$ cat src/verilog/dsrx_defs.svh
// Overview of operation
// - Line unit supplies clock; rails carry data.
// - Single-rail and dual-rail input formats selectable.
// - Single-rail takes NRZ on positive rail only.
// - Single-rail: high rail gives one, low zero.
// - Recovered line clock paces whole receive section.
// - Control bit 3 selects rail format.
// - Reset selects dual-rail operation.
// - Same bit sets transmit output format.
// - Dual-rail samples both rails, merges one stream.
// - Dual-rail decodes either AMI or B3ZS.
// - AMI: any pulse is one, none zero.
// - Same-polarity successive marks are bipolar violations.
// - Control bit 1 picks rising or falling edge.
// - B3ZS: 00V or B0V becomes three zeros.
// - Invalid violation flags a line code violation.
`ifndef DSRX_DEFS_SVH
`define DSRX_DEFS_SVH

// ==========================================================
// Register indices; the byte address is four times the index.
`define DSRX_IDX_IOCTL 6'h01
`define DSRX_IDX_ISTS 6'h02
`define DSRX_IDX_IMSK 6'h03
`define DSRX_IDX_LCVCNT 6'h04

// ==========================================================
// Fields of the line interface control register.
`define DSRX_IOC_REFRAME 0
`define DSRX_IOC_RXINV 1
`define DSRX_IOC_TXINV 2
`define DSRX_IOC_SINGLE 3
`define DSRX_IOC_AMI 4
`define DSRX_IOC_DISRXLOC 5
`define DSRX_IOC_LOC 6
`define DSRX_IOC_DISTXLOC 7
`define DSRX_IOC_RESET 8'hA0
`define DSRX_IOC_WMASK 8'hBF

// ==========================================================
// Interrupt status and mask fields.
`define DSRX_INT_LCV 0
`define DSRX_INT_SUBST 1
`define DSRX_INT_W 2
`define DSRX_INT_RESET 2'h0

// ==========================================================
// Bus answers and B3ZS zero-run limit.
`define DSRX_RESP_OKAY 2'h0
`define DSRX_RESP_SLVERR 2'h2
`define DSRX_ZRUN_MAX 2'h3

`endif

$ cat src/verilog/dsrx_pkg.sv
`default_nettype none
package dsrx_pkg;

  // ========================================================
  // Register selection after address decode.
  typedef enum logic [2:0] {
    DSRX_REG_NONE,
    DSRX_REG_IOCTL,
    DSRX_REG_ISTS,
    DSRX_REG_IMSK,
    DSRX_REG_LCVCNT
  } dsrx_reg_e;

  // One sampled line symbol.
  typedef struct packed {
    logic pos;
    logic neg;
  } dsrx_sym_s;

  // Synchroniser stages for line clock and both rails.
  typedef struct packed {
    logic clk;
    dsrx_sym_s sym;
  } dsrx_line_s;

endpackage : dsrx_pkg
`default_nettype wire

$ cat src/verilog/dsrx_line_rx.sv
`timescale 1ns/1ps
`default_nettype none
`include "dsrx_defs.svh"

module dsrx_line_rx
  import dsrx_pkg::*;
#(
  parameter int LCV_CNT_W = 16
) (
  // Clock and reset.
  input wire logic aclk,
  input wire logic aresetn,
  // Line pins from the line interface unit.
  input wire logic rx_recovered_line_clock,
  input wire logic rx_positive_rail,
  input wire logic rx_negative_rail,
  // Decoded stream towards the framer.
  output logic rx_data,
  output logic rx_data_valid,
  output logic rx_line_code_violation,
  // Settings shared with the transmit side, and the interrupt.
  output logic tx_single_rail,
  output logic tx_clk_invert,
  output logic irq,
  // AXI4-Lite write address and data.
  input wire logic [7:0] s_axi_awaddr,
  input wire logic s_axi_awvalid,
  output logic s_axi_awready,
  input wire logic [31:0] s_axi_wdata,
  input wire logic [3:0] s_axi_wstrb,
  input wire logic s_axi_wvalid,
  output logic s_axi_wready,
  // AXI4-Lite write response.
  output logic [1:0] s_axi_bresp,
  output logic s_axi_bvalid,
  input wire logic s_axi_bready,
  // AXI4-Lite read.
  input wire logic [7:0] s_axi_araddr,
  input wire logic s_axi_arvalid,
  output logic s_axi_arready,
  output logic [31:0] s_axi_rdata,
  output logic [1:0] s_axi_rresp,
  output logic s_axi_rvalid,
  input wire logic s_axi_rready
);

  // ========================================================
  // Parameter check.
  generate
    if (LCV_CNT_W < 1 || LCV_CNT_W > 32) begin : g_bad_width
      $error("LCV_CNT_W must lie between 1 and 32.");
    end
  endgenerate

  // ========================================================
  // All state of the block in one packed struct.
  typedef struct packed {
    dsrx_line_s meta;           // First synchroniser stage.
    dsrx_line_s sync;           // Second synchroniser stage.
    logic clk_d;                // Delayed clock for edge detect.
    logic [7:0] ioc;            // Line interface control.
    logic [2:0] pipe;           // Three decoded bits, [2] oldest.
    logic last_neg;             // Polarity of the previous mark.
    logic seen_mark;            // A mark has been seen.
    logic [1:0] zrun;           // Run of zero symbols.
    logic dout;                 // Output data bit.
    logic dvalid;               // Output strobe.
    logic lcv_p;                // Violation pulse.
    logic [`DSRX_INT_W-1:0] ists;
    logic [`DSRX_INT_W-1:0] imsk;
    logic [LCV_CNT_W-1:0] lcv_cnt;
    logic aw_ok;                // Write address held.
    logic [5:0] aw_idx;
    logic w_ok;                 // Write data held.
    logic [31:0] wdata;
    logic [3:0] wstrb;
    logic bvalid;
    logic [1:0] bresp;
    logic rvalid;
    logic [31:0] rdata;
    logic [1:0] rresp;
  } dsrx_state_s;

  dsrx_state_s st_r;            // Registered state.
  dsrx_state_s st_nxt;          // Next state.
  logic rise_w;                 // Rising line clock edge seen.
  logic fall_w;                 // Falling line clock edge seen.
  logic take_w;                 // Symbol sampled this cycle.
  logic viol_w;                 // Same-polarity mark detected.
  logic sub_w;                  // Valid B3ZS substitution.
  logic lcv_w;                  // Line code violation event.

  // ========================================================
  // Address decode shared by the read and write paths.
  function automatic dsrx_reg_e dsrx_decode(input logic [5:0] idx);
    dsrx_reg_e sel;
    sel = DSRX_REG_NONE;
    if (idx == `DSRX_IDX_IOCTL) begin
      sel = DSRX_REG_IOCTL;
    end else if (idx == `DSRX_IDX_ISTS) begin
      sel = DSRX_REG_ISTS;
    end else if (idx == `DSRX_IDX_IMSK) begin
      sel = DSRX_REG_IMSK;
    end else if (idx == `DSRX_IDX_LCVCNT) begin
      sel = DSRX_REG_LCVCNT;
    end
    return sel;
  endfunction : dsrx_decode

  // ========================================================
  // Next-state logic for line decode and register bus.
  always_comb begin
    logic single;
    logic ami;
    logic pos;
    logic neg;
    logic mark;
    logic both;
    logic [2:0] npipe;
    logic [`DSRX_INT_W-1:0] ev;
    logic [`DSRX_INT_W-1:0] clr;
    dsrx_reg_e wsel;
    dsrx_reg_e rsel;
    single = 1'b0;
    ami = 1'b0;
    pos = 1'b0;
    neg = 1'b0;
    mark = 1'b0;
    both = 1'b0;
    npipe = 3'h0;
    ev = `DSRX_INT_RESET;
    clr = `DSRX_INT_RESET;
    wsel = DSRX_REG_NONE;
    rsel = DSRX_REG_NONE;
    st_nxt = st_r;
    viol_w = 1'b0;
    sub_w = 1'b0;
    lcv_w = 1'b0;

    // Two flip-flops on every line pin; edges found on stage two.
    st_nxt.meta.clk = rx_recovered_line_clock;
    st_nxt.meta.sym.pos = rx_positive_rail;
    st_nxt.meta.sym.neg = rx_negative_rail;
    st_nxt.sync = st_r.meta;
    st_nxt.clk_d = st_r.sync.clk;
    rise_w = st_r.sync.clk & ~st_r.clk_d;
    fall_w = ~st_r.sync.clk & st_r.clk_d;
    // The control bit picks which line clock edge samples the rails.
    take_w = st_r.ioc[`DSRX_IOC_RXINV] ? fall_w : rise_w;

    single = st_r.ioc[`DSRX_IOC_SINGLE];
    ami = st_r.ioc[`DSRX_IOC_AMI];
    st_nxt.dvalid = 1'b0;

    // Every symbol step is paced by a line clock edge.
    if (take_w) begin
      pos = st_r.sync.sym.pos;
      // Single-rail ignores the idle negative rail.
      neg = single ? 1'b0 : st_r.sync.sym.neg;
      mark = pos | neg;
      both = pos & neg;
      st_nxt.dout = st_r.pipe[2];
      st_nxt.dvalid = 1'b1;
      npipe = {st_r.pipe[1:0], mark};
      if (!single) begin
        // Successive marks must alternate however many zeros lie between.
        viol_w = both | (mark & st_r.seen_mark &
                         (neg == st_r.last_neg));
        if (ami) begin
          lcv_w = viol_w;
        end else begin
          // A violation after a zero closes a 00V or B0V pattern.
          if (viol_w && !both && !st_r.pipe[0]) begin
            sub_w = 1'b1;
            npipe = 3'h0;
          end else if (viol_w) begin
            lcv_w = 1'b1;
          end
          // Three zeros in a row cannot occur in valid B3ZS.
          if (mark) begin
            st_nxt.zrun = 2'h0;
          end else if (st_r.zrun == `DSRX_ZRUN_MAX - 2'h1) begin
            st_nxt.zrun = 2'h0;
            lcv_w = 1'b1;
          end else begin
            st_nxt.zrun = st_r.zrun + 2'h1;
          end
        end
        if (mark && !both) begin
          st_nxt.last_neg = neg;
          st_nxt.seen_mark = 1'b1;
        end
      end
      st_nxt.pipe = npipe;
    end
    st_nxt.lcv_p = lcv_w;
    if (lcv_w) begin
      st_nxt.lcv_cnt = st_r.lcv_cnt + LCV_CNT_W'(1);
    end

    // Write address and data are taken in either order.
    if (!st_r.aw_ok && s_axi_awvalid) begin
      st_nxt.aw_ok = 1'b1;
      st_nxt.aw_idx = s_axi_awaddr[7:2];
    end
    if (!st_r.w_ok && s_axi_wvalid) begin
      st_nxt.w_ok = 1'b1;
      st_nxt.wdata = s_axi_wdata;
      st_nxt.wstrb = s_axi_wstrb;
    end
    if (st_r.aw_ok && st_r.w_ok && !st_r.bvalid) begin
      wsel = dsrx_decode(st_r.aw_idx);
      st_nxt.bvalid = 1'b1;
      st_nxt.bresp = (wsel == DSRX_REG_NONE) ? `DSRX_RESP_SLVERR
                                             : `DSRX_RESP_OKAY;
      if (st_r.wstrb[0]) begin
        if (wsel == DSRX_REG_IOCTL) begin
          st_nxt.ioc = (st_r.ioc & ~`DSRX_IOC_WMASK) |
                       (st_r.wdata[7:0] & `DSRX_IOC_WMASK);
        end else if (wsel == DSRX_REG_ISTS) begin
          clr = st_r.wdata[`DSRX_INT_W-1:0];
        end else if (wsel == DSRX_REG_IMSK) begin
          st_nxt.imsk = st_r.wdata[`DSRX_INT_W-1:0];
        end
      end
    end
    if (st_r.bvalid && s_axi_bready) begin
      st_nxt.bvalid = 1'b0;
      st_nxt.aw_ok = 1'b0;
      st_nxt.w_ok = 1'b0;
    end

    // Sticky status: a new event wins over a clear in the same cycle.
    ev[`DSRX_INT_LCV] = lcv_w;
    ev[`DSRX_INT_SUBST] = sub_w;
    st_nxt.ists = (st_r.ists & ~clr) | ev;

    // Reads answer one cycle after the address is taken.
    if (!st_r.rvalid && s_axi_arvalid) begin
      rsel = dsrx_decode(s_axi_araddr[7:2]);
      st_nxt.rvalid = 1'b1;
      st_nxt.rresp = `DSRX_RESP_OKAY;
      st_nxt.rdata = 32'h0000_0000;
      if (rsel == DSRX_REG_IOCTL) begin
        st_nxt.rdata[7:0] = st_r.ioc;
      end else if (rsel == DSRX_REG_ISTS) begin
        st_nxt.rdata[`DSRX_INT_W-1:0] = st_r.ists;
      end else if (rsel == DSRX_REG_IMSK) begin
        st_nxt.rdata[`DSRX_INT_W-1:0] = st_r.imsk;
      end else if (rsel == DSRX_REG_LCVCNT) begin
        st_nxt.rdata[LCV_CNT_W-1:0] = st_r.lcv_cnt;
      end else begin
        st_nxt.rresp = `DSRX_RESP_SLVERR;
      end
    end else if (st_r.rvalid && s_axi_rready) begin
      st_nxt.rvalid = 1'b0;
    end
  end

  // ========================================================
  // State register with synchronous reset.
  always_ff @(posedge aclk) begin
    if (!aresetn) begin
      st_r <= '0;
      st_r.ioc <= `DSRX_IOC_RESET;
      st_r.ists <= `DSRX_INT_RESET;
      st_r.imsk <= `DSRX_INT_RESET;
    end else begin
      st_r <= st_nxt;
    end
  end

  // ========================================================
  // Outputs.
  assign rx_data = st_r.dout;
  assign rx_data_valid = st_r.dvalid;
  assign rx_line_code_violation = st_r.lcv_p;
  // Transmit and receive share one rail-format setting.
  assign tx_single_rail = st_r.ioc[`DSRX_IOC_SINGLE];
  assign tx_clk_invert = st_r.ioc[`DSRX_IOC_TXINV];
  assign irq = |(st_r.ists & st_r.imsk);
  assign s_axi_awready = ~st_r.aw_ok;
  assign s_axi_wready = ~st_r.w_ok;
  assign s_axi_bvalid = st_r.bvalid;
  assign s_axi_bresp = st_r.bresp;
  assign s_axi_arready = ~st_r.rvalid;
  assign s_axi_rvalid = st_r.rvalid;
  assign s_axi_rdata = st_r.rdata;
  assign s_axi_rresp = st_r.rresp;
endmodule : dsrx_line_rx
`default_nettype wire

$ cat config.mk
export PLATFORM = sky130hd
export DESIGN_NAME = dsrx_line_rx
export DESIGN_NICKNAME = d
export VERILOG_FILES = /design/src/verilog/dsrx_pkg.sv /design/src/verilog/dsrx_line_rx.sv
export VERILOG_INCLUDE_DIRS = /design/src /design/src/verilog
export SDC_FILE = /design/constraint.sdc
export NUM_CORES = 1
export LEC_CHECK = 0
export ABC_AREA = 0
export BUFFER_PORTS_ARGS = -buffer_cell sky130_fd_sc_hd__buf_2
export CORE_UTILIZATION = 55
export DETAILED_ROUTE_END_ITERATION = 6
export PLACE_DENSITY_LB_ADDON = 0.12
export SLEW_MARGIN = 15
export SYNTH_ARGS = -nofsm -noshare
export SYNTH_HDL_FRONTEND = slang
export SYNTH_SLANG_ARGS = --single-unit
$ cat constraint.sdc
create_clock -name aclk -period 3.78 [get_ports aclk]
set_input_delay 0.945 -clock aclk [delete_from_list [all_inputs] [get_ports aclk]]
set_output_delay 0.945 -clock aclk [all_outputs]
set_load 0.01 [all_outputs]
* Word-level counts from Yosys, hierarchy flattened *
Cells that the tools add are included.
Widths: inputs -> output; s select.

storage, ports and cells
  bits in registers = 84
  word-level logic and storage cells = 140

cells by class
  add/sub/neg operators = 2
  equal/unequal tests = 17
  muxes and demuxes = 47
  bitwise operators = 22
  reduce and logical (&&, ||, !) cells = 24

operator list
  kind                   count
  $mux 3                 13
  $mux 14                2
  $mux 2                 13
  $eq 6x2->1 const B     4
  $add 16x1->16 const B  1
  $mux 1                 16
  $mux 16                1
  $mux 8                 2
  $eq 3x2->1 const B     4
  $eq 6x1->1 const B     2
  $eq 6x3->1 const B     2
  $logic_and 1x1->1      10
  $not 1->1              10
  $reduce_and 3->1       3
  $or 7x8->8             1
  $eq 3x1->1 const B     2
  $logic_not 1->1        6
  $and 1x1->1            5
  $reduce_and 5->1       1
  $and 2x2->2            2
  $reduce_or 2->1        2
  $eq 3x3->1 const B     1
  $logic_not 3->1        1
  $add 2x1->2 const B    1
  other kinds (6)        7

* Longest topological paths before layout *
  word-level depth = 14
  mapped depth = 9
  depth with buffers taken out = 8

* Worst setup path after synthesis *
Ideal clock, no wire load.

  path type = in2reg
  start point = input s_axi_araddr[5]
  end point = register st_r, in the netlist s_axi_rdata[0]
  arrival time = 1.981 ns
  required time = 3.710 ns
  setup slack = 1.729 ns
  stages = 5
  buffers on the path = 1
  path through = nor4_1 -> and3b_1 -> clkbuf_1 -> a32oi_1 -> a21oi_1

between the ends
  longest elaborated chain between the ends = 11

ends and longest elaborated chain
  what                  RTL line             source
  from (decl)           dsrx_line_rx.sv:38   input wire logic [7:0] s_axi_araddr,
  $eq 6x3->1 (no line)  n/a
  $mux 3                dsrx_line_rx.sv:104  end else if (idx == `DSRX_IDX_LCVCNT) begin
  $mux 3                dsrx_line_rx.sv:102  end else if (idx == `DSRX_IDX_IMSK) begin
  $mux 3                dsrx_line_rx.sv:100  end else if (idx == `DSRX_IDX_ISTS) begin
  $mux 3 (*)            dsrx_line_rx.sv:98   if (idx == `DSRX_IDX_IOCTL) begin
  $mux 3 (*)            dsrx_line_rx.sv:239  if (!st_r.rvalid && s_axi_arvalid) begin
  $eq 3x3->1            dsrx_line_rx.sv:250  end else if (rsel == DSRX_REG_LCVCNT) begin
  $mux 16               dsrx_line_rx.sv:250
  $mux 2                dsrx_line_rx.sv:248  end else if (rsel == DSRX_REG_IMSK) begin
  $mux 2                dsrx_line_rx.sv:246  end else if (rsel == DSRX_REG_ISTS) begin
  $mux 8 (*)            dsrx_line_rx.sv:244  if (rsel == DSRX_REG_IOCTL) begin
  to (signal assigned)  dsrx_line_rx.sv:269  st_r <= st_nxt;
  to (decl)             dsrx_line_rx.sv:84   dsrx_state_s st_r;

Mark *: on every way between the ends. The rest lies on a longest branch, timed or not. The select of a mux whose other input is x is not followed.
A chain may end at the register's enable or synchronous reset.

* Final worst setup path *
  start point = register st_r, in the netlist tx_single_rail
  end point = register st_r[97] (netlist bit)

between the ends
  longest elaborated chain between the ends = 13

ends and longest elaborated chain
  what                             RTL line             source
  $mux 1                           dsrx_line_rx.sv:159  neg = single ? 1'b0 : st_r.sync.sym.neg;
  $or 1x1->1                       dsrx_line_rx.sv:160  mark = pos | neg;
  $and 1x1->1 (2 in series)        dsrx_line_rx.sv:167  viol_w = both | (mark & st_r.seen_mark &
  $or 1x1->1                       dsrx_line_rx.sv:167
  $logic_and 1x1->1 (2 in series)  dsrx_line_rx.sv:173  if (viol_w && !both && !st_r.pipe[0]) begin
  $mux 1                           dsrx_line_rx.sv:173
  $mux 1                           dsrx_line_rx.sv:182  end else if (st_r.zrun == `DSRX_ZRUN_MAX - 2'h1) begin
  $mux 1                           dsrx_line_rx.sv:180  if (mark) begin
  $mux 1                           dsrx_line_rx.sv:169  if (ami) begin
  $mux 1 (*)                       dsrx_line_rx.sv:165  if (!single) begin
  $mux 1 (*)                       dsrx_line_rx.sv:156  if (take_w) begin

Mark *: on every way between the ends. The rest lies on a longest branch, timed or not.

==> qor.yml <==
path_cells: "nand2b_1 -> ha_1 -> nor2b_1 -> o21a_1 -> a211oi_2 -> buf_4 -> or4_1 -> a21oi_1"
htree_num_levels: 3
antenna_found_initial: 0
irDropWorstVdd_mv: 0.312
worstPathMaxFanout: 31
post_cts_buffers: 0
clock_path_buffers: 2
pwr-share-comb_pct: 7.7
swShare_pct: 23.8
cts.clk_slew.worst_paths_ns: 0.08
tns_ns: 0
grt_pass1_vias: 2447
dpl.hpwl_microns: 4830
dr.pass1.iters: 4
wire_per_inst_microns: 13.5
dieArea_sq_mm: 0.00683
clk_latency_ns: 0.35
die_w_microns: 82.6
hold_class: "register to register"
num_antenna_cells: 0
synth.area.top_cells: "dfxtp_1 45%, mux2i_1 8.1%, buf_4 7.6%"
postCtsHoldBufs: 0
worst_setup_path_start_kind: "register"
power.density_mw_per_mm2: 425
syn_inst: 402
seqPwrFrac_pct: 53.3
fin_crit_ns: 2.20
cap_violations: 0
synth_area_sq_mm: 0.00357
leakage_nw: 1.64
core-area_sq_mm: 0.00631
synth_common_cells: "80 x dfxtp_1, 44 x nor2_1, 36 x buf_4, 32 x a21oi_1, 29 x mux2i_1"
max-slew-margin-rel_pct: 32.1
worst_pin_slew_ns: 1.02
clkSinkCount: 80
slowest_stage: "or4_1"
grt_max_degree: 32
final.setup_skew_ns: 0.00999
synth_edf_count: 0
nNetsFinal: 498
clock.fmax_mhz: 455
ctsResizeCount: 0
vias: 2826
synth_cell_type_count: 46
yosys_register_bits: 80
clockPowerShare_pct: 39.0
drtIter0Drc: 120
grt_use_total_pct: 22.1
yosysSeqAreaShare_pct: 44.8
cts_tree: "yes"
maxSlewViolCount: 0
cts_buffers: 9
io_buffers: 58
synth_top_area_share_pct: 44.8
cp.arrival_ns: 2.48
area_growth_pct: 8.86
rsz0062_at_grt: "no"
postPlaceCellArea_sq_mm: 0.00368
design_area_sq_mm: 0.00389
avgSynthCellArea_sq_um: 8.89
detail-route-antenna-nets: 0
end_kind: "register"
start_util_pct: 56.6
switching_power_uw: 394
cpPeakStageDelay_ns: 0.54
cts_root_buffer: "clkbuf_8"
synth_top_flop_cell: "dfxtp_1"
gp_congestion: 0.795
yosysWarnings: 0
drive_gt1_share_pct: 18.5
die_y_microns: 82.6
p_int_mw: 1.26
io_pins: 109
synth.most_common_cell: "dfxtp_1"
finalSetupViolations: 0
synthArstFlopShare_pct: 0
drc: 0
crit_type: "register to register"
hold_violations: 0
drt_wl_total_microns: 6960
status: "complete, no violations"
grt_overflow: 0
via_per_inst: 5.49
cp_data_required_time_ns: 4.06
grt_pass1_wl_microns: 11300
finalCritPeriodShare_pct: 58.2
synth_top_area_cell: "dfxtp_1"
rows: 29
[final cells by class]
type                       instances  area [sq um]
clock buffer                      12           155
clock inverter                     4          52.6
fill                             589          2420
inverter                          10          37.5
multi-input combinational        271          1640
sequential                        80          1600
tap                               77          96.3
timing repair buffer              61           313
[placed cells by master, fill, tap and decap left out, types with 2 or more instances in the layout]
master	count
o22ai_1	2
o21a_1	3
xnor2_1	3
a32oi_1	3
nor2_1	44
and2_1	8
buf_4	3
nand2_1	28
conb_1	18
clkbuf_8	11
o31ai_1	10
nand4_1	2
nor2b_1	4
nand4b_1	2
nand2b_1	5
buf_2	58
nor4_1	3
o21ai_0	11
nand3b_1	4
mux2i_1	29
or3_1	3
inv_1	10
a221oi_1	5
nor3_1	5
and3_1	2
dfxtp_1	80
a22oi_1	2
ha_1	3
mux2_2	2
or4_1	10
clkinvlp_4	3
a21oi_1	32
nand3_1	15
[through the flow]
stage	instances	hold slack (ns)	power (mW)	utilization (%)	worst slack (ns)
after global routing	515	0.462	1.72	61.6	1.39
after floorplan	419	0.412	1.01	-	1.73
after detailed placement	499	0.417	1.03	58.3	1.37
after global placement	499	0.414	1.03	58.3	1.44
after CTS	515	0.436	1.66	61.6	1.57
final	515	0.436	1.65	61.6	1.58
[logic make-up (layout without fill, tap and decap cells)]
group / after synthesis / after routing / share of synthesized area (%)
compound gates: 73 / 73 / 12.6
xor+xnor: 3 / 3 / 0.735
fa+ha+maj: 3 / 3 / 1.05
buf+inv: 68 / 87 / 11.4
flops: 80 / 80 / 44.8
mux: 31 / 31 / 8.75
other cells: 1 / 18 / 0.105
simple gates: 143 / 143 / 20.6
[power groups by stage]
stage               Sequential (mW)  Clock, mW  Combinational [mW]
floorplan                     0.898          0               0.110
global placement              0.900          0               0.125
detailed placement            0.901          0               0.128
CTS                           0.882      0.654               0.128
global route                  0.885      0.687               0.143
finish                        0.882      0.644               0.127
[worst paths after layout]
check | from | endpoint | slack, ns | depth (start not counted)
worst max-delay path | tx_single_rail | st_r[97] | 1.58 | 8
worst min-delay path | st_nxt[122] | st_r[122] | 0.44 | 1
worst max register to register | tx_single_rail | st_r[97] | 1.58 | 8
worst min register to register | st_nxt[122] | st_r[122] | 0.44 | 1
[state kept, by name (all words and copies together) (netlist names)]
name                    cells
rx_line_code_violation      1
s_axi_rdata                16
s_axi_bresp                 1
rx_data_valid               1
s_axi_rvalid                1
st_r                       51
tx_clk_invert               1
rx_data                     1
tx_single_rail              1
st_nxt                      4
s_axi_rresp                 1
s_axi_bvalid                1
[metal layers]
| metal | vias to the layer above | global-route usage, % | routed length (microns) |
|---|---|---|---|
| met5 | - | 0 | 0 |
| met2 | 49 | 37.9 | 3410 |
| met1 | 1350 | 27.5 | 3270 |
| li1 | 1419 | - | - |
| met3 | 8 | 4.29 | 193 |
| met4 | 0 | 7.93 | 82 |
[worst max-delay path, delay by kind of cell (launching register included)]
kind                       cells  cell delay, ns
buffers and inverters          1            0.23
adders and majority gates      1            0.24
and+or+nand+nor                3            0.90
DFF                            1            0.40
AOI/OAI and AO/OA              3            0.35
No activity file was read; power rests on OpenSTA's default activity.
